==> src/mjp_pkg.sv <==
/*
 Constants, encodings and state types of the multidrop scan port selector.
 Assumes a core clock much faster than the backplane test clock.
*/
package mjp_pkg;

	// Widths and defaults
	localparam int IR_W = 8;
	localparam int ADDR_W = 7;
	localparam int GROUP_W = 2;
	localparam int NUM_PORTS_DEF = 3;
	localparam int GPIO_W_DEF = 8;

	// Reserved Level-1 addresses
	localparam logic [ADDR_W-1:0] ADDR_BCAST = 7'h3B;
	localparam logic [ADDR_W-1:0] ADDR_GROUP_BASE = 7'h3C;

	// Level-2 opcodes; values are arbitrary and sit above the 7-bit address range
	localparam logic [IR_W-1:0] CMD_RETURN_WAIT = 8'h80;
	localparam logic [IR_W-1:0] CMD_PARK_IDLE = 8'h81;
	localparam logic [IR_W-1:0] CMD_PARK_RESET = 8'h82;
	localparam logic [IR_W-1:0] CMD_PARK_PAUSE = 8'h83;
	localparam logic [IR_W-1:0] CMD_UNPARK = 8'h84;
	localparam logic [IR_W-1:0] CMD_GROUP_SEL = 8'h85;
	localparam logic [IR_W-1:0] CMD_MODE_SEL = 8'h86;
	localparam logic [IR_W-1:0] CMD_DED_GPIO_SEL = 8'h90;
	localparam logic [IR_W-1:0] CMD_SHR_GPIO_SEL = 8'hA0;
	localparam int GPIO_IDX_W = 4;

	// Capture and reset values
	localparam logic [IR_W-1:0] IR_CAPTURE = 8'h01;
	localparam logic [GROUP_W-1:0] GROUP_RST = 2'h0;
	localparam logic MASK_RST_BIT = 1'b1;

	typedef enum logic [15:0] {
		TAP_RESET = 16'h0001, TAP_IDLE = 16'h0002, TAP_SEL_DR = 16'h0004,
		TAP_CAP_DR = 16'h0008, TAP_SHIFT_DR = 16'h0010, TAP_EXIT1_DR = 16'h0020,
		TAP_PAUSE_DR = 16'h0040, TAP_EXIT2_DR = 16'h0080, TAP_UPD_DR = 16'h0100,
		TAP_SEL_IR = 16'h0200, TAP_CAP_IR = 16'h0400, TAP_SHIFT_IR = 16'h0800,
		TAP_EXIT1_IR = 16'h1000, TAP_PAUSE_IR = 16'h2000, TAP_EXIT2_IR = 16'h4000,
		TAP_UPD_IR = 16'h8000
	} mjp_tap_t;

	typedef enum logic [3:0] {
		SEL_WAIT = 4'h1, SEL_SINGLE = 4'h2, SEL_MULTI = 4'h4, SEL_UNSEL = 4'h8
	} mjp_sel_t;

	typedef enum logic [4:0] {
		PORT_PARKED_RESET = 5'h01, PORT_PARKED_IDLE = 5'h02, PORT_PARKED_PDR = 5'h04,
		PORT_PARKED_PIR = 5'h08, PORT_UNPARKED = 5'h10
	} mjp_port_t;

endpackage

==> src/mjp_port_select.sv <==
/*
 Multidrop scan port selector: TAP controller, device selection controller,
 local scan port machines, group/mode/GPIO scan registers and the scan path.
 Assumes all backplane and local scan pins arrive asynchronously and the
 backplane test clock is at least eight core clocks per period.
*/
`timescale 1ns/100ps
module mjp_port_select #(
	parameter int NUM_PORTS = mjp_pkg::NUM_PORTS_DEF,
	parameter int GPIO_W = mjp_pkg::GPIO_W_DEF
) (
	// Core clock and reset
	input wire logic i_core_clk,
	input wire logic i_rst_b,
	// Backplane scan port
	input wire logic i_tck,
	input wire logic i_tms,
	input wire logic i_tdi,
	input wire logic i_trst_b,
	output logic o_tdo,
	output logic o_tdo_oe,
	// Slot address strap
	input wire logic [mjp_pkg::ADDR_W-1:0] i_slot,
	// Local scan ports
	output logic [NUM_PORTS-1:0] o_lsp_tck,
	output logic [NUM_PORTS-1:0] o_lsp_tms,
	output logic [NUM_PORTS-1:0] o_lsp_tdi,
	input wire logic [NUM_PORTS-1:0] i_lsp_tdo,
	output logic [NUM_PORTS-1:0] o_lsp_active,
	// General-purpose registers
	output logic [NUM_PORTS-1:0][GPIO_W-1:0] o_gpio_ded,
	output logic [NUM_PORTS-1:0][GPIO_W-1:0] o_gpio_shr
);
	import mjp_pkg::*;

	localparam int SY_TCK = 0;
	localparam int SY_TMS = 1;
	localparam int SY_TDI = 2;
	localparam int SY_TRST = 3;
	localparam int SY_TDO = 4;
	localparam int SY_SLOT = SY_TDO + NUM_PORTS;
	localparam int SYNC_W = SY_SLOT + ADDR_W;

	typedef struct packed {
		logic [SYNC_W-1:0] sync1;
		logic [SYNC_W-1:0] sync2;
		logic tck_prev;
		mjp_tap_t tap;
		mjp_sel_t sel;
		mjp_port_t [NUM_PORTS-1:0] port;
		logic [IR_W-1:0] ir_shift;
		logic [IR_W-1:0] ir_hold;
		logic bypass;
		logic [GROUP_W-1:0] group;
		logic [NUM_PORTS-1:0] mask;
		logic [NUM_PORTS-1:0][GPIO_W-1:0] gpio_ded;
		logic [NUM_PORTS-1:0][GPIO_W-1:0] gpio_shr;
		logic tdo;
		logic tdo_oe;
		logic [NUM_PORTS-1:0] lsp_tck;
		logic [NUM_PORTS-1:0] lsp_tms;
		logic [NUM_PORTS-1:0] lsp_tdi;
	} mjp_state_t;

	mjp_state_t q_ff;
	mjp_state_t nxt_q;

	function automatic mjp_tap_t mjp_tap_next(input mjp_tap_t cur, input logic tms);
		mjp_tap_t res;
		res = cur;
		unique case (cur)
			TAP_RESET: res = tms ? TAP_RESET : TAP_IDLE;
			TAP_IDLE: res = tms ? TAP_SEL_DR : TAP_IDLE;
			TAP_SEL_DR: res = tms ? TAP_SEL_IR : TAP_CAP_DR;
			TAP_CAP_DR: res = tms ? TAP_EXIT1_DR : TAP_SHIFT_DR;
			TAP_SHIFT_DR: res = tms ? TAP_EXIT1_DR : TAP_SHIFT_DR;
			TAP_EXIT1_DR: res = tms ? TAP_UPD_DR : TAP_PAUSE_DR;
			TAP_PAUSE_DR: res = tms ? TAP_EXIT2_DR : TAP_PAUSE_DR;
			TAP_EXIT2_DR: res = tms ? TAP_UPD_DR : TAP_SHIFT_DR;
			TAP_UPD_DR: res = tms ? TAP_SEL_DR : TAP_IDLE;
			TAP_SEL_IR: res = tms ? TAP_RESET : TAP_CAP_IR;
			TAP_CAP_IR: res = tms ? TAP_EXIT1_IR : TAP_SHIFT_IR;
			TAP_SHIFT_IR: res = tms ? TAP_EXIT1_IR : TAP_SHIFT_IR;
			TAP_EXIT1_IR: res = tms ? TAP_UPD_IR : TAP_PAUSE_IR;
			TAP_PAUSE_IR: res = tms ? TAP_EXIT2_IR : TAP_PAUSE_IR;
			TAP_EXIT2_IR: res = tms ? TAP_UPD_IR : TAP_SHIFT_IR;
			TAP_UPD_IR: res = tms ? TAP_SEL_DR : TAP_IDLE;
		endcase
		return res;
	endfunction

	// Synchronised views and decoded selections
	logic tck_rise;
	logic tck_fall;
	logic s_tms;
	logic s_tdi;
	logic [NUM_PORTS-1:0] s_lsp_tdo;
	logic [ADDR_W-1:0] s_slot;
	logic [ADDR_W-1:0] ir_addr;
	logic [ADDR_W-1:0] group_addr;
	logic sel_any;
	logic upd_ir;
	logic is_grp;
	logic is_mode;
	logic is_ded;
	logic is_shr;
	logic [GPIO_IDX_W-1:0] gpio_idx;
	logic dr_out;
	logic chain;

	assign tck_rise = q_ff.sync2[SY_TCK] & ~q_ff.tck_prev;
	assign tck_fall = ~q_ff.sync2[SY_TCK] & q_ff.tck_prev;
	assign s_tms = q_ff.sync2[SY_TMS];
	assign s_tdi = q_ff.sync2[SY_TDI];
	assign s_lsp_tdo = q_ff.sync2[SY_TDO +: NUM_PORTS];
	assign s_slot = q_ff.sync2[SY_SLOT +: ADDR_W];
	assign ir_addr = q_ff.ir_shift[ADDR_W-1:0];
	assign group_addr = ADDR_W'(ADDR_GROUP_BASE + ADDR_W'(q_ff.group));
	assign sel_any = (q_ff.sel == SEL_SINGLE) || (q_ff.sel == SEL_MULTI);
	assign upd_ir = tck_fall && (q_ff.tap == TAP_UPD_IR);
	// Group register is only in the path while singly selected
	assign is_grp = (q_ff.ir_hold == CMD_GROUP_SEL) && (q_ff.sel == SEL_SINGLE);
	assign is_mode = (q_ff.ir_hold == CMD_MODE_SEL) && sel_any;
	assign gpio_idx = q_ff.ir_hold[GPIO_IDX_W-1:0];
	assign is_ded = sel_any && (gpio_idx < GPIO_IDX_W'(NUM_PORTS))
		&& (q_ff.ir_hold[IR_W-1:GPIO_IDX_W] == CMD_DED_GPIO_SEL[IR_W-1:GPIO_IDX_W]);
	assign is_shr = sel_any && (gpio_idx < GPIO_IDX_W'(NUM_PORTS))
		&& (q_ff.ir_hold[IR_W-1:GPIO_IDX_W] == CMD_SHR_GPIO_SEL[IR_W-1:GPIO_IDX_W]);

	// Register least significant bit leaves toward the downstream device
	always_comb begin
		dr_out = q_ff.bypass;
		if (is_grp) begin
			dr_out = q_ff.group[0];
		end else if (is_mode) begin
			dr_out = q_ff.mask[0];
		end else if (is_ded) begin
			dr_out = q_ff.gpio_ded[gpio_idx][0];
		end else if (is_shr) begin
			dr_out = q_ff.gpio_shr[gpio_idx][0];
		end
	end

	always_comb begin
		nxt_q = q_ff;
		chain = 1'b0;
		nxt_q.sync1 = {i_slot, i_lsp_tdo, i_trst_b, i_tdi, i_tms, i_tck};
		nxt_q.sync2 = q_ff.sync1;
		nxt_q.tck_prev = q_ff.sync2[SY_TCK];
		if (tck_rise) begin
			nxt_q.tap = mjp_tap_next(q_ff.tap, s_tms);
			if (q_ff.tap == TAP_CAP_IR) begin
				nxt_q.ir_shift = IR_CAPTURE;
			end
			// New bit enters the top; the bottom bit falls off
			if (q_ff.tap == TAP_SHIFT_IR) begin
				nxt_q.ir_shift = {s_tdi, q_ff.ir_shift[IR_W-1:1]};
			end
			if (q_ff.tap == TAP_CAP_DR) begin
				nxt_q.bypass = 1'b0;
			end
			// Shifting in place trades a shadow stage for outputs that ripple while scanning
			if (q_ff.tap == TAP_SHIFT_DR) begin
				if (is_grp) begin
					nxt_q.group = {s_tdi, q_ff.group[GROUP_W-1:1]};
				end else if (is_mode) begin
					nxt_q.mask = {s_tdi, q_ff.mask[NUM_PORTS-1:1]};
				end else if (is_ded) begin
					nxt_q.gpio_ded[gpio_idx] = {s_tdi, q_ff.gpio_ded[gpio_idx][GPIO_W-1:1]};
				end else if (is_shr) begin
					nxt_q.gpio_shr[gpio_idx] = {s_tdi, q_ff.gpio_shr[gpio_idx][GPIO_W-1:1]};
				end else begin
					nxt_q.bypass = s_tdi;
				end
			end
		end
		if (upd_ir) begin
			nxt_q.ir_hold = q_ff.ir_shift;
			if (q_ff.ir_shift == CMD_RETURN_WAIT) begin
				nxt_q.sel = SEL_WAIT;
			end else if (q_ff.sel == SEL_WAIT) begin
				if (ir_addr == s_slot) begin
					nxt_q.sel = SEL_SINGLE;
				end else if ((ir_addr == ADDR_BCAST) || (ir_addr == group_addr)) begin
					nxt_q.sel = SEL_MULTI;
				end else begin
					nxt_q.sel = SEL_UNSEL;
				end
			end
		end
		if (q_ff.tap == TAP_RESET) begin
			nxt_q.sel = SEL_WAIT;
		end
		if (!q_ff.sync2[SY_TRST]) begin
			nxt_q.tap = TAP_RESET;
		end
		// One machine per port, each stepping on its own state
		for (int i = 0; i < NUM_PORTS; i++) begin
			if (sel_any && q_ff.mask[i]) begin
				unique case (q_ff.port[i])
					PORT_UNPARKED: begin
						if (q_ff.ir_hold == CMD_PARK_RESET) begin
							nxt_q.port[i] = PORT_PARKED_RESET;
						end else if (q_ff.ir_hold == CMD_PARK_IDLE && q_ff.tap == TAP_IDLE) begin
							nxt_q.port[i] = PORT_PARKED_IDLE;
						end else if (q_ff.ir_hold == CMD_PARK_PAUSE && q_ff.tap == TAP_PAUSE_DR) begin
							nxt_q.port[i] = PORT_PARKED_PDR;
						end else if (q_ff.ir_hold == CMD_PARK_PAUSE && q_ff.tap == TAP_PAUSE_IR) begin
							nxt_q.port[i] = PORT_PARKED_PIR;
						end
					end
					PORT_PARKED_RESET, PORT_PARKED_IDLE: begin
						if (q_ff.ir_hold == CMD_UNPARK && q_ff.tap == TAP_IDLE) begin
							nxt_q.port[i] = PORT_UNPARKED;
						end
					end
					PORT_PARKED_PDR: begin
						if (q_ff.ir_hold == CMD_UNPARK && q_ff.tap == TAP_PAUSE_DR) begin
							nxt_q.port[i] = PORT_UNPARKED;
						end
					end
					PORT_PARKED_PIR: begin
						if (q_ff.ir_hold == CMD_UNPARK && q_ff.tap == TAP_PAUSE_IR) begin
							nxt_q.port[i] = PORT_UNPARKED;
						end
					end
				endcase
			end
		end
		// Scan path: internal register, then unparked ports in index order
		chain = (q_ff.tap == TAP_SHIFT_IR) ? q_ff.ir_shift[0] : dr_out;
		for (int i = 0; i < NUM_PORTS; i++) begin
			nxt_q.lsp_tdi[i] = chain;
			nxt_q.lsp_tck[i] = q_ff.sync2[SY_TCK];
			nxt_q.lsp_tms[i] = (q_ff.port[i] == PORT_UNPARKED) ? s_tms
				: (q_ff.port[i] == PORT_PARKED_RESET);
			if (q_ff.port[i] == PORT_UNPARKED) begin
				chain = s_lsp_tdo[i];
			end
		end
		nxt_q.tdo = chain;
		// Only a singly selected device may drive the shared line
		nxt_q.tdo_oe = (q_ff.sel == SEL_SINGLE)
			&& ((q_ff.tap == TAP_SHIFT_IR) || (q_ff.tap == TAP_SHIFT_DR));
	end

	always_ff @(posedge i_core_clk or negedge i_rst_b) begin
		if (!i_rst_b) begin
			q_ff <= '0;
			q_ff.tap <= TAP_RESET;
			q_ff.sel <= SEL_WAIT;
			for (int i = 0; i < NUM_PORTS; i++) begin
				q_ff.port[i] <= PORT_PARKED_RESET;
				q_ff.mask[i] <= MASK_RST_BIT;
				q_ff.lsp_tms[i] <= 1'b1;
			end
			q_ff.group <= GROUP_RST;
		end else begin
			q_ff <= nxt_q;
		end
	end

	assign o_tdo = q_ff.tdo;
	assign o_tdo_oe = q_ff.tdo_oe;
	assign o_lsp_tck = q_ff.lsp_tck;
	assign o_lsp_tms = q_ff.lsp_tms;
	assign o_lsp_tdi = q_ff.lsp_tdi;
	assign o_gpio_ded = q_ff.gpio_ded;
	assign o_gpio_shr = q_ff.gpio_shr;
	always_comb begin
		for (int i = 0; i < NUM_PORTS; i++) begin
			o_lsp_active[i] = (q_ff.port[i] == PORT_UNPARKED);
		end
	end

	chk_multi_tdo_off: assert property (@(posedge i_core_clk) disable iff (!i_rst_b)
		(q_ff.sel == SEL_MULTI) |=> !o_tdo_oe) else $error("tdo driven while multi selected");
	chk_unsel_tdo_off: assert property (@(posedge i_core_clk) disable iff (!i_rst_b)
		(q_ff.sel == SEL_UNSEL) [*2] |-> !o_tdo_oe) else $error("tdo driven while unselected");
	chk_wait_tdo_off: assert property (@(posedge i_core_clk) disable iff (!i_rst_b)
		(q_ff.sel == SEL_WAIT) |=> !o_tdo_oe) else $error("tdo driven before selection");
	chk_ir_msb_in: assert property (@(posedge i_core_clk) disable iff (!i_rst_b)
		(tck_rise && q_ff.tap == TAP_SHIFT_IR) |=> (q_ff.ir_shift[IR_W-1] == $past(s_tdi)))
		else $error("ir did not take tdi at top bit");
	chk_slot_select: assert property (@(posedge i_core_clk) disable iff (!i_rst_b)
		(upd_ir && q_ff.sel == SEL_WAIT && ir_addr == s_slot && q_ff.ir_shift != CMD_RETURN_WAIT)
		|=> (q_ff.sel == SEL_SINGLE)) else $error("slot match did not select");
	chk_bcast_select: assert property (@(posedge i_core_clk) disable iff (!i_rst_b)
		(upd_ir && q_ff.sel == SEL_WAIT && ir_addr == ADDR_BCAST && ir_addr != s_slot)
		|=> (q_ff.sel == SEL_MULTI)) else $error("broadcast did not select");
	chk_group_select: assert property (@(posedge i_core_clk) disable iff (!i_rst_b)
		(upd_ir && q_ff.sel == SEL_WAIT && ir_addr == group_addr && ir_addr != s_slot)
		|=> (q_ff.sel == SEL_MULTI)) else $error("group match did not select");
	chk_reset_to_wait: assert property (@(posedge i_core_clk) disable iff (!i_rst_b)
		(q_ff.tap == TAP_RESET) |=> (q_ff.sel == SEL_WAIT)) else $error("tap reset kept selection");
	chk_port_gated: assert property (@(posedge i_core_clk) disable iff (!i_rst_b)
		(q_ff.port[0] != $past(q_ff.port[0])) |-> ($past(sel_any) && $past(q_ff.mask[0])))
		else $error("port moved while not selected");
	chk_idle_unpark: assert property (@(posedge i_core_clk) disable iff (!i_rst_b)
		($past(q_ff.port[0]) == PORT_PARKED_IDLE && q_ff.port[0] == PORT_UNPARKED)
		|-> ($past(q_ff.tap) == TAP_IDLE)) else $error("unpark outside run-test idle");
	chk_idle_tms_low: assert property (@(posedge i_core_clk) disable iff (!i_rst_b)
		(q_ff.port[0] == PORT_PARKED_IDLE) |=> !o_lsp_tms[0]) else $error("idle park tms not low");
	chk_reset_tms_high: assert property (@(posedge i_core_clk) disable iff (!i_rst_b)
		(q_ff.port[1] == PORT_PARKED_RESET) |=> o_lsp_tms[1]) else $error("reset park tms not high");

endmodule

==> config.mk <==
export PLATFORM = sky130hd
export DESIGN_NAME = mjp_port_select
export DESIGN_NICKNAME = d
export VERILOG_FILES = /design/src/mjp_pkg.sv /design/src/mjp_port_select.sv
export SDC_FILE = /design/constraint.sdc
export NUM_CORES = 1
export LEC_CHECK = 0
export ABC_CLOCK_PERIOD_IN_PS = 3090
export BUFFER_PORTS_ARGS = -buffer_cell sky130_fd_sc_hd__buf_2
export CAP_MARGIN = 20
export CORE_ASPECT_RATIO = 0.7
export CORE_MARGIN = 2
export CORE_UTILIZATION = 30
export DETAILED_ROUTE_END_ITERATION = 16
export PLACE_DENSITY = 0.45
export SYNTH_ARGS = -nofsm -noshare
export SYNTH_HDL_FRONTEND = slang
export SYNTH_SLANG_ARGS = --single-unit
==> constraint.sdc <==
create_clock -name i_core_clk -period 3.09 [get_ports i_core_clk]
set_clock_uncertainty 0.2 [all_clocks]
set_input_delay 0.309 -clock i_core_clk [delete_from_list [all_inputs] [get_ports i_core_clk]]
set_output_delay 0.309 -clock i_core_clk [all_outputs]
set_load 0.02 [all_outputs]
# After elaboration in Yosys (flattened, before gate mapping)

Cells that the tools add are included.

Add/sub/neg operators: 1
Multipliers: 0
Divide/modulo/power cells: 0
$lt $le $gt $ge: 3
Eq/ne operators: 59
Shifts and indexed selects: 0
Mux-type cells: 65
Bitwise logic cells: 7
Reductions and logical operators: 38

Operator list:

| kind                   | count |
|---|---|
| $pmux W16 S12          | 1 |
| $mux W24               | 3 |
| $mux W16               | 4 |
| $pmux W5 S4            | 3 |
| $eq A8 B8 Y1 const B   | 7 |
| $mux W54               | 1 |
| $mux W51               | 1 |
| $bwmux W24             | 2 |
| $mux W48               | 1 |
| $mux W8                | 6 |
| $mux W5                | 7 |
| $bmux W8 S2            | 2 |
| $mux W4                | 6 |
| $reduce_and A5 Y1      | 4 |
| $mux W9                | 2 |
| $ne A2 B2 Y1 const B   | 9 |
| $logic_and A1 B1 Y1    | 17 |
| $demux W8 S2           | 1 |
| $eq A16 B1 Y1 const B  | 1 |
| $eq A16 B10 Y1 const B | 1 |
| $eq A16 B11 Y1 const B | 1 |
| $eq A16 B12 Y1 const B | 1 |
| $eq A16 B13 Y1 const B | 1 |
| $eq A16 B14 Y1 const B | 1 |
| other kinds (46)       | 90 |

Register bits after elaboration: 143
Latch bits: 0
RAM bits: 0
ROM bits: 0
Input port bits: 16
Output and inout bits: 62
Memories: 0

# Depth between registers and ports, before layout

Depth in word-level cells: 12
Mapped depth: 8

# Worst setup path after synthesis

No wires, ideal clock.

Kind: register to register
Start point: reg q_ff[109] (netlist name)
End point: reg q_ff[85] (netlist name)
Library setup time: 0.128 ns
Arrival time: 2.356 ns
Required time: 2.762 ns
Path slack: 0.407 ns
Cell stages (with the launch flop): 9
Period minus slack after synthesis: 2.683 ns
Cell sequence: dfrtp_1 -> buf_6 -> or4_4 -> buf_6 -> nor4_4 -> and3_2 -> a211o_4 -> o211a_4 -> mux2_1

Word-level cells in the longest chain between the ends: 6
Elaborated cells between the ends (all ways): 18
Those cells by class: 7 x eq/ne; 4 x mux; 7 x reduce/logical

Ends and longest elaborated chain:

| element                | RTL line                                       | text |
|---|---|---|
| from (decl)            | mjp_port_select.sv:65                          | `mjp_state_t q_ff;` |
| from (signal assigned) | mjp_port_select.sv:259                         | `q_ff <= nxt_q;` |
| $eq A16 B7 Y1          | mjp_port_select.sv:206, mjp_port_select.sv:218 |  |
| $logic_and A1 B1 Y1    | mjp_port_select.sv:206                         | `end else if (q_ff.ir_hold == CMD_PARK_PAUSE && q_ff.tap == TAP_PAUSE_DR) begin` |
| $mux W5                | mjp_port_select.sv:206                         |  |
| $mux W5                | mjp_port_select.sv:204                         | `end else if (q_ff.ir_hold == CMD_PARK_IDLE && q_ff.tap == TAP_IDLE) begin` |
| $mux W5                | --                                             |  |
| $pmux W5 S4            | mjp_port_select.sv:200                         | `unique case (q_ff.port[i])` |

Parallel ways exist; a longest one is shown, timed or not.
A chain may end at the register's enable or synchronous reset.

# Final worst setup path

Start point: reg q_ff[107] (netlist name)
End point: reg q_ff[85] (netlist name)

Same word-level chain as after synthesis.

==> summary.txt <==
Status
  • Result of the run: finished, final reports clean

Clocking
  • Buffer type at the clock tree root: sky130_fd_sc_hd__clkbuf_16
  • Htree depth: 4
  • CTS tree: done
  • Total CTS buffers: 17
  • Clock Pin Slew Worst Setup and Hold Paths: 0.06 ns
  • Clock latency at the later pin of the worst-skew pair: 0.42 ns
  • CTS Buffer Depth: 2
  • Number of sinks on the clock net: 142
  • Buffers inserted by post-CTS timing repair: 0

Setup path
  • Buffers and inverters on the worst path: 0
  • Crit path kind: reg -> reg
  • Arrival time of data at the critical path endpoint: 2.97 ns
  • Worst path slowest cell: sky130_fd_sc_hd__or4_4
  • Crit. End Element: flip-flop
  • Cell family with the largest share of critical-path delay: simple AND/OR/NAND/NOR gates
  • Critical path's largest stage delay: 0.62 ns
  • CP startpoint kind: flip-flop
  • Worst path required time: 3.19 ns
  • Sequence of cells on the critical path: or4_4 > nor4_4 > and3_2 > a211o_4 > o211a_4 > mux2_1
  • Biggest fanout along the worst timing path: 10

Timing
  • Hold Vio Cnt, Final: 0
  • Slew of the pin with the lowest slew margin: 0.8303 ns
  • RSZ-0062 raised after global routing: no
  • Final Cycle Share: 93.07%
  • Final worst slack: 0.2142 ns
  • Max Slew Vio Count: 0
  • Slew headroom: 44.17%
  • Setup TNS: 0 ns
  • Final setup violation count: 0
  • Max Fclk: 347.7 MHz
  • Post-route worst hold slack: 0.1453 ns
  • Minimum period implied by the final worst setup slack: 2.876 ns

GRT
  • Combined global-route utilization of all metal layers: 15.52%
  • Total congestion overflow: 0
  • First-pass GRT wire length: 30.91 mm
  • Number of antenna violations at the first check in global routing: 0
  • Via count of the first global-routing pass: 5336
  • Pin count of the biggest net entering global routing: 49

Synth
  • Ys flop type: sky130_fd_sc_hd__dfrtp_1
  • Ranking of synthesized cells by area: sky130_fd_sc_hd__dfrtp_1, sky130_fd_sc_hd__buf_4, sky130_fd_sc_hd__o21ai_0, sky130_fd_sc_hd__nand2_1, sky130_fd_sc_hd__dfstp_2
  • Synth warnings: 0
  • Mean instance size in the synthesized netlist: 9.961 um2
  • Synth Area in Compound Gates: 11.80%
  • Most frequently used cell type in the post-synthesis netlist: sky130_fd_sc_hd__dfrtp_1
  • Number of flops mapped to enable cells by yosys: 0
  • Post-synthesis sequential element count: 142
  • Largest family of logic cells by synthesized area: simple AND/OR/NAND/NOR gates
  • Net Count, Synth: 760
  • Adder-cell share of the synthesized area: 0%
  • Post-synthesis sequential area ratio: 48.13%
  • Share of synthesized registers carrying an async set or reset: 100.0%
  • Post-Syn Area: 7411 um2
  • Share of synthesized area spent on multiplexers: 8.442%
  • Synth Area in XOR/XNOR: 2.364%
  • Synth top cells by count: sky130_fd_sc_hd__dfrtp_1, sky130_fd_sc_hd__nand2_1, sky130_fd_sc_hd__o21ai_0
  • Gate count of the mapped netlist: 744
  • Share of the synthesized area in the top cell type: 44.23%
  • Largest area contributor in the netlist: sky130_fd_sc_hd__dfrtp_1
  • Simple-gate area share of the yosys netlist: 20.60%
  • Distinct cells, synth: 68

Detailed routing
  • DRT Wirelength: 18.87 mm
  • Number of nets with antenna violations after detailed routing: 0
  • Vias per inst: 4.828
  • Avg WL per Cell: 16.80 um
  • DRC: 0
  • DR pass1 iterations: 5
  • Via Count: 5422
  • Violation count after the first detailed-route iteration: 340

Floorplan
  • Height of the chip: 135.5 um
  • Starting density of the core: 30.32%
  • Core area: 24440 um2
  • Die outline area: 26000 um2
  • Die Span X: 191.9 um
  • # IOs: 78
  • Count of standard-cell rows: 48

Flow run
  • Max-cap violation count: 0

Placed design
  • Worst setup timing slack at the placement stage: 0.2618 ns
  • HPWL after detailed placement: 13.47 mm
  • Routability cong.: 0.8090
  • Number of buffer cells added on primary ports: 77

Final layout
  • NumNets Final: 801
  • Antenna Cells: 0
  • Post-synthesis to final-layout area growth: 16.19%
  • Final core area utilization: 35.23%
  • Fraction of layout instances using a drive strength above 1: 25.94%

Power and ir drop
  • Sequential fraction of design power: 44.9%
  • Part of the total power dissipated in the clock network: 51.8%
  • Switching Fraction: 21.77%
  • PnR Total Power: 0.004262 W
  • IR Drop Worst-Case VDD: 0.0003825 V
  • Power density cells: 495.0 nW/um2
  • Part of the total power dissipated in combinational logic: 3.3%
  • P_sw: 0.0009279 W
  • Power Internal: 0.003334 W
  • Standby leakage power: 3.867 nW

Hold path
  • Class of the most critical hold timing path: reg -> reg
[metrics by stage]
step | instances | instance area [um2]
2_1_floorplan | 744 | 7411
3_3_place_gp | 1076 | 7835
3_5_place_dp | 1076 | 7835
4_1_cts | 1123 | 8611
5_1_grt | 1123 | 8611
6_report | 1123 | 8611
[logic make-up after synthesis]
kind of cell / after synthesis
buffers and inverters: 108
muxes: 56
and+or+nand+nor: 273
AOI/OAI and AO/OA: 145
DFF: 142
xor gates and xnor gates: 20
[worst paths after layout]
check                      cells past startpoint  slack, ns             startpoint                endpoint
max                                            6       0.21  q_ff[107]$_DFFE_PN0P_    q_ff[85]$_DFFE_PN0P_
min reg2reg                                    0       0.15   nxt_q[126]$_DFF_PN0_     q_ff[126]$_DFF_PN0_
max reg2reg                                    6       0.21  q_ff[107]$_DFFE_PN0P_    q_ff[85]$_DFFE_PN0P_
min                                            0       0.15   nxt_q[126]$_DFF_PN0_     q_ff[126]$_DFF_PN0_
max in group asynchronous                      3       1.74                i_rst_b  o_lsp_tms[2]$_DFF_PN1_
min in group asynchronous                      2       0.17                i_rst_b               async pin
[routing by layer]
metal / share of wire [%] / track usage [%]
met5: 0 / 0
met4: 0.91 / 4.231
met3: 3.9 / 3.911
met2: 41 / 20.64
met1: 55 / 24.29
[worst reg2reg max path, stage by stage, from the launching register on]
cell and delay [ns]:
sky130_fd_sc_hd__dfrtp_1 0.50, sky130_fd_sc_hd__or4_4 0.62, sky130_fd_sc_hd__nor4_4 0.46, sky130_fd_sc_hd__and3_2 0.32, sky130_fd_sc_hd__a211o_4 0.14, sky130_fd_sc_hd__o211a_4 0.20
sky130_fd_sc_hd__mux2_1 0.33
[layout by cell type, fill, tap and decap left out, drive strengths merged, types with 3 or more instances in the layout]
cell	netlist	routed
xor2	12	12
a22oi	6	6
dfstp	11	11
o22ai	4	4
nand2b	5	5
a21oi	29	29
a211o	3	3
o31ai	4	4
nand4b	3	3
nand3b	3	3
a211oi	4	4
o21ai	75	75
and3	4	4
nand2	86	86
mux2i	16	16
mux2	40	40
xnor2	8	8
nor4b	9	9
nor4	22	22
or4	9	9
inv	8	8
or4bb	4	4
clkinv	0	6
a21boi	3	3
or4b	4	4
dlygate4sd3	0	15
nor2b	17	17
nor2	47	47
bufinv	0	4
nand3	22	22
clkbuf	34	21
nand4	7	7
dfrtp	131	131
o211ai	4	4
and2	8	8
buf	66	107
nor3	17	17
[layout make-up]
class                      instances  area [um2]
fill                            2484       15830
clock inverter                    11       165.2
tap                              325       406.6
inverter                           8       30.03
clock buffer                      21       460.4
timing repair buffer             122       779.5
sequential                       142        3567
multi-input combinational        494        3202
[power groups by stage]
stage	logic, W	clock network (W)	registers (W)
finish	0.000139	0.00221	0.00192
detailed placement	0.000128	0	0.00195
CTS	0.000143	0.00227	0.00192
global placement	0.000129	0	0.00195
floorplan	0.0000621	0	0.00193
global route	0.000160	0.00236	0.00192
[what timing repair did]
item,4_1_cts,5_1_grt
hold endpoints to repair,53,0
resized for setup,0,0
hold buffers,15,0
setup endpoints to repair,0,0
(Power assumes the default switching activity.)
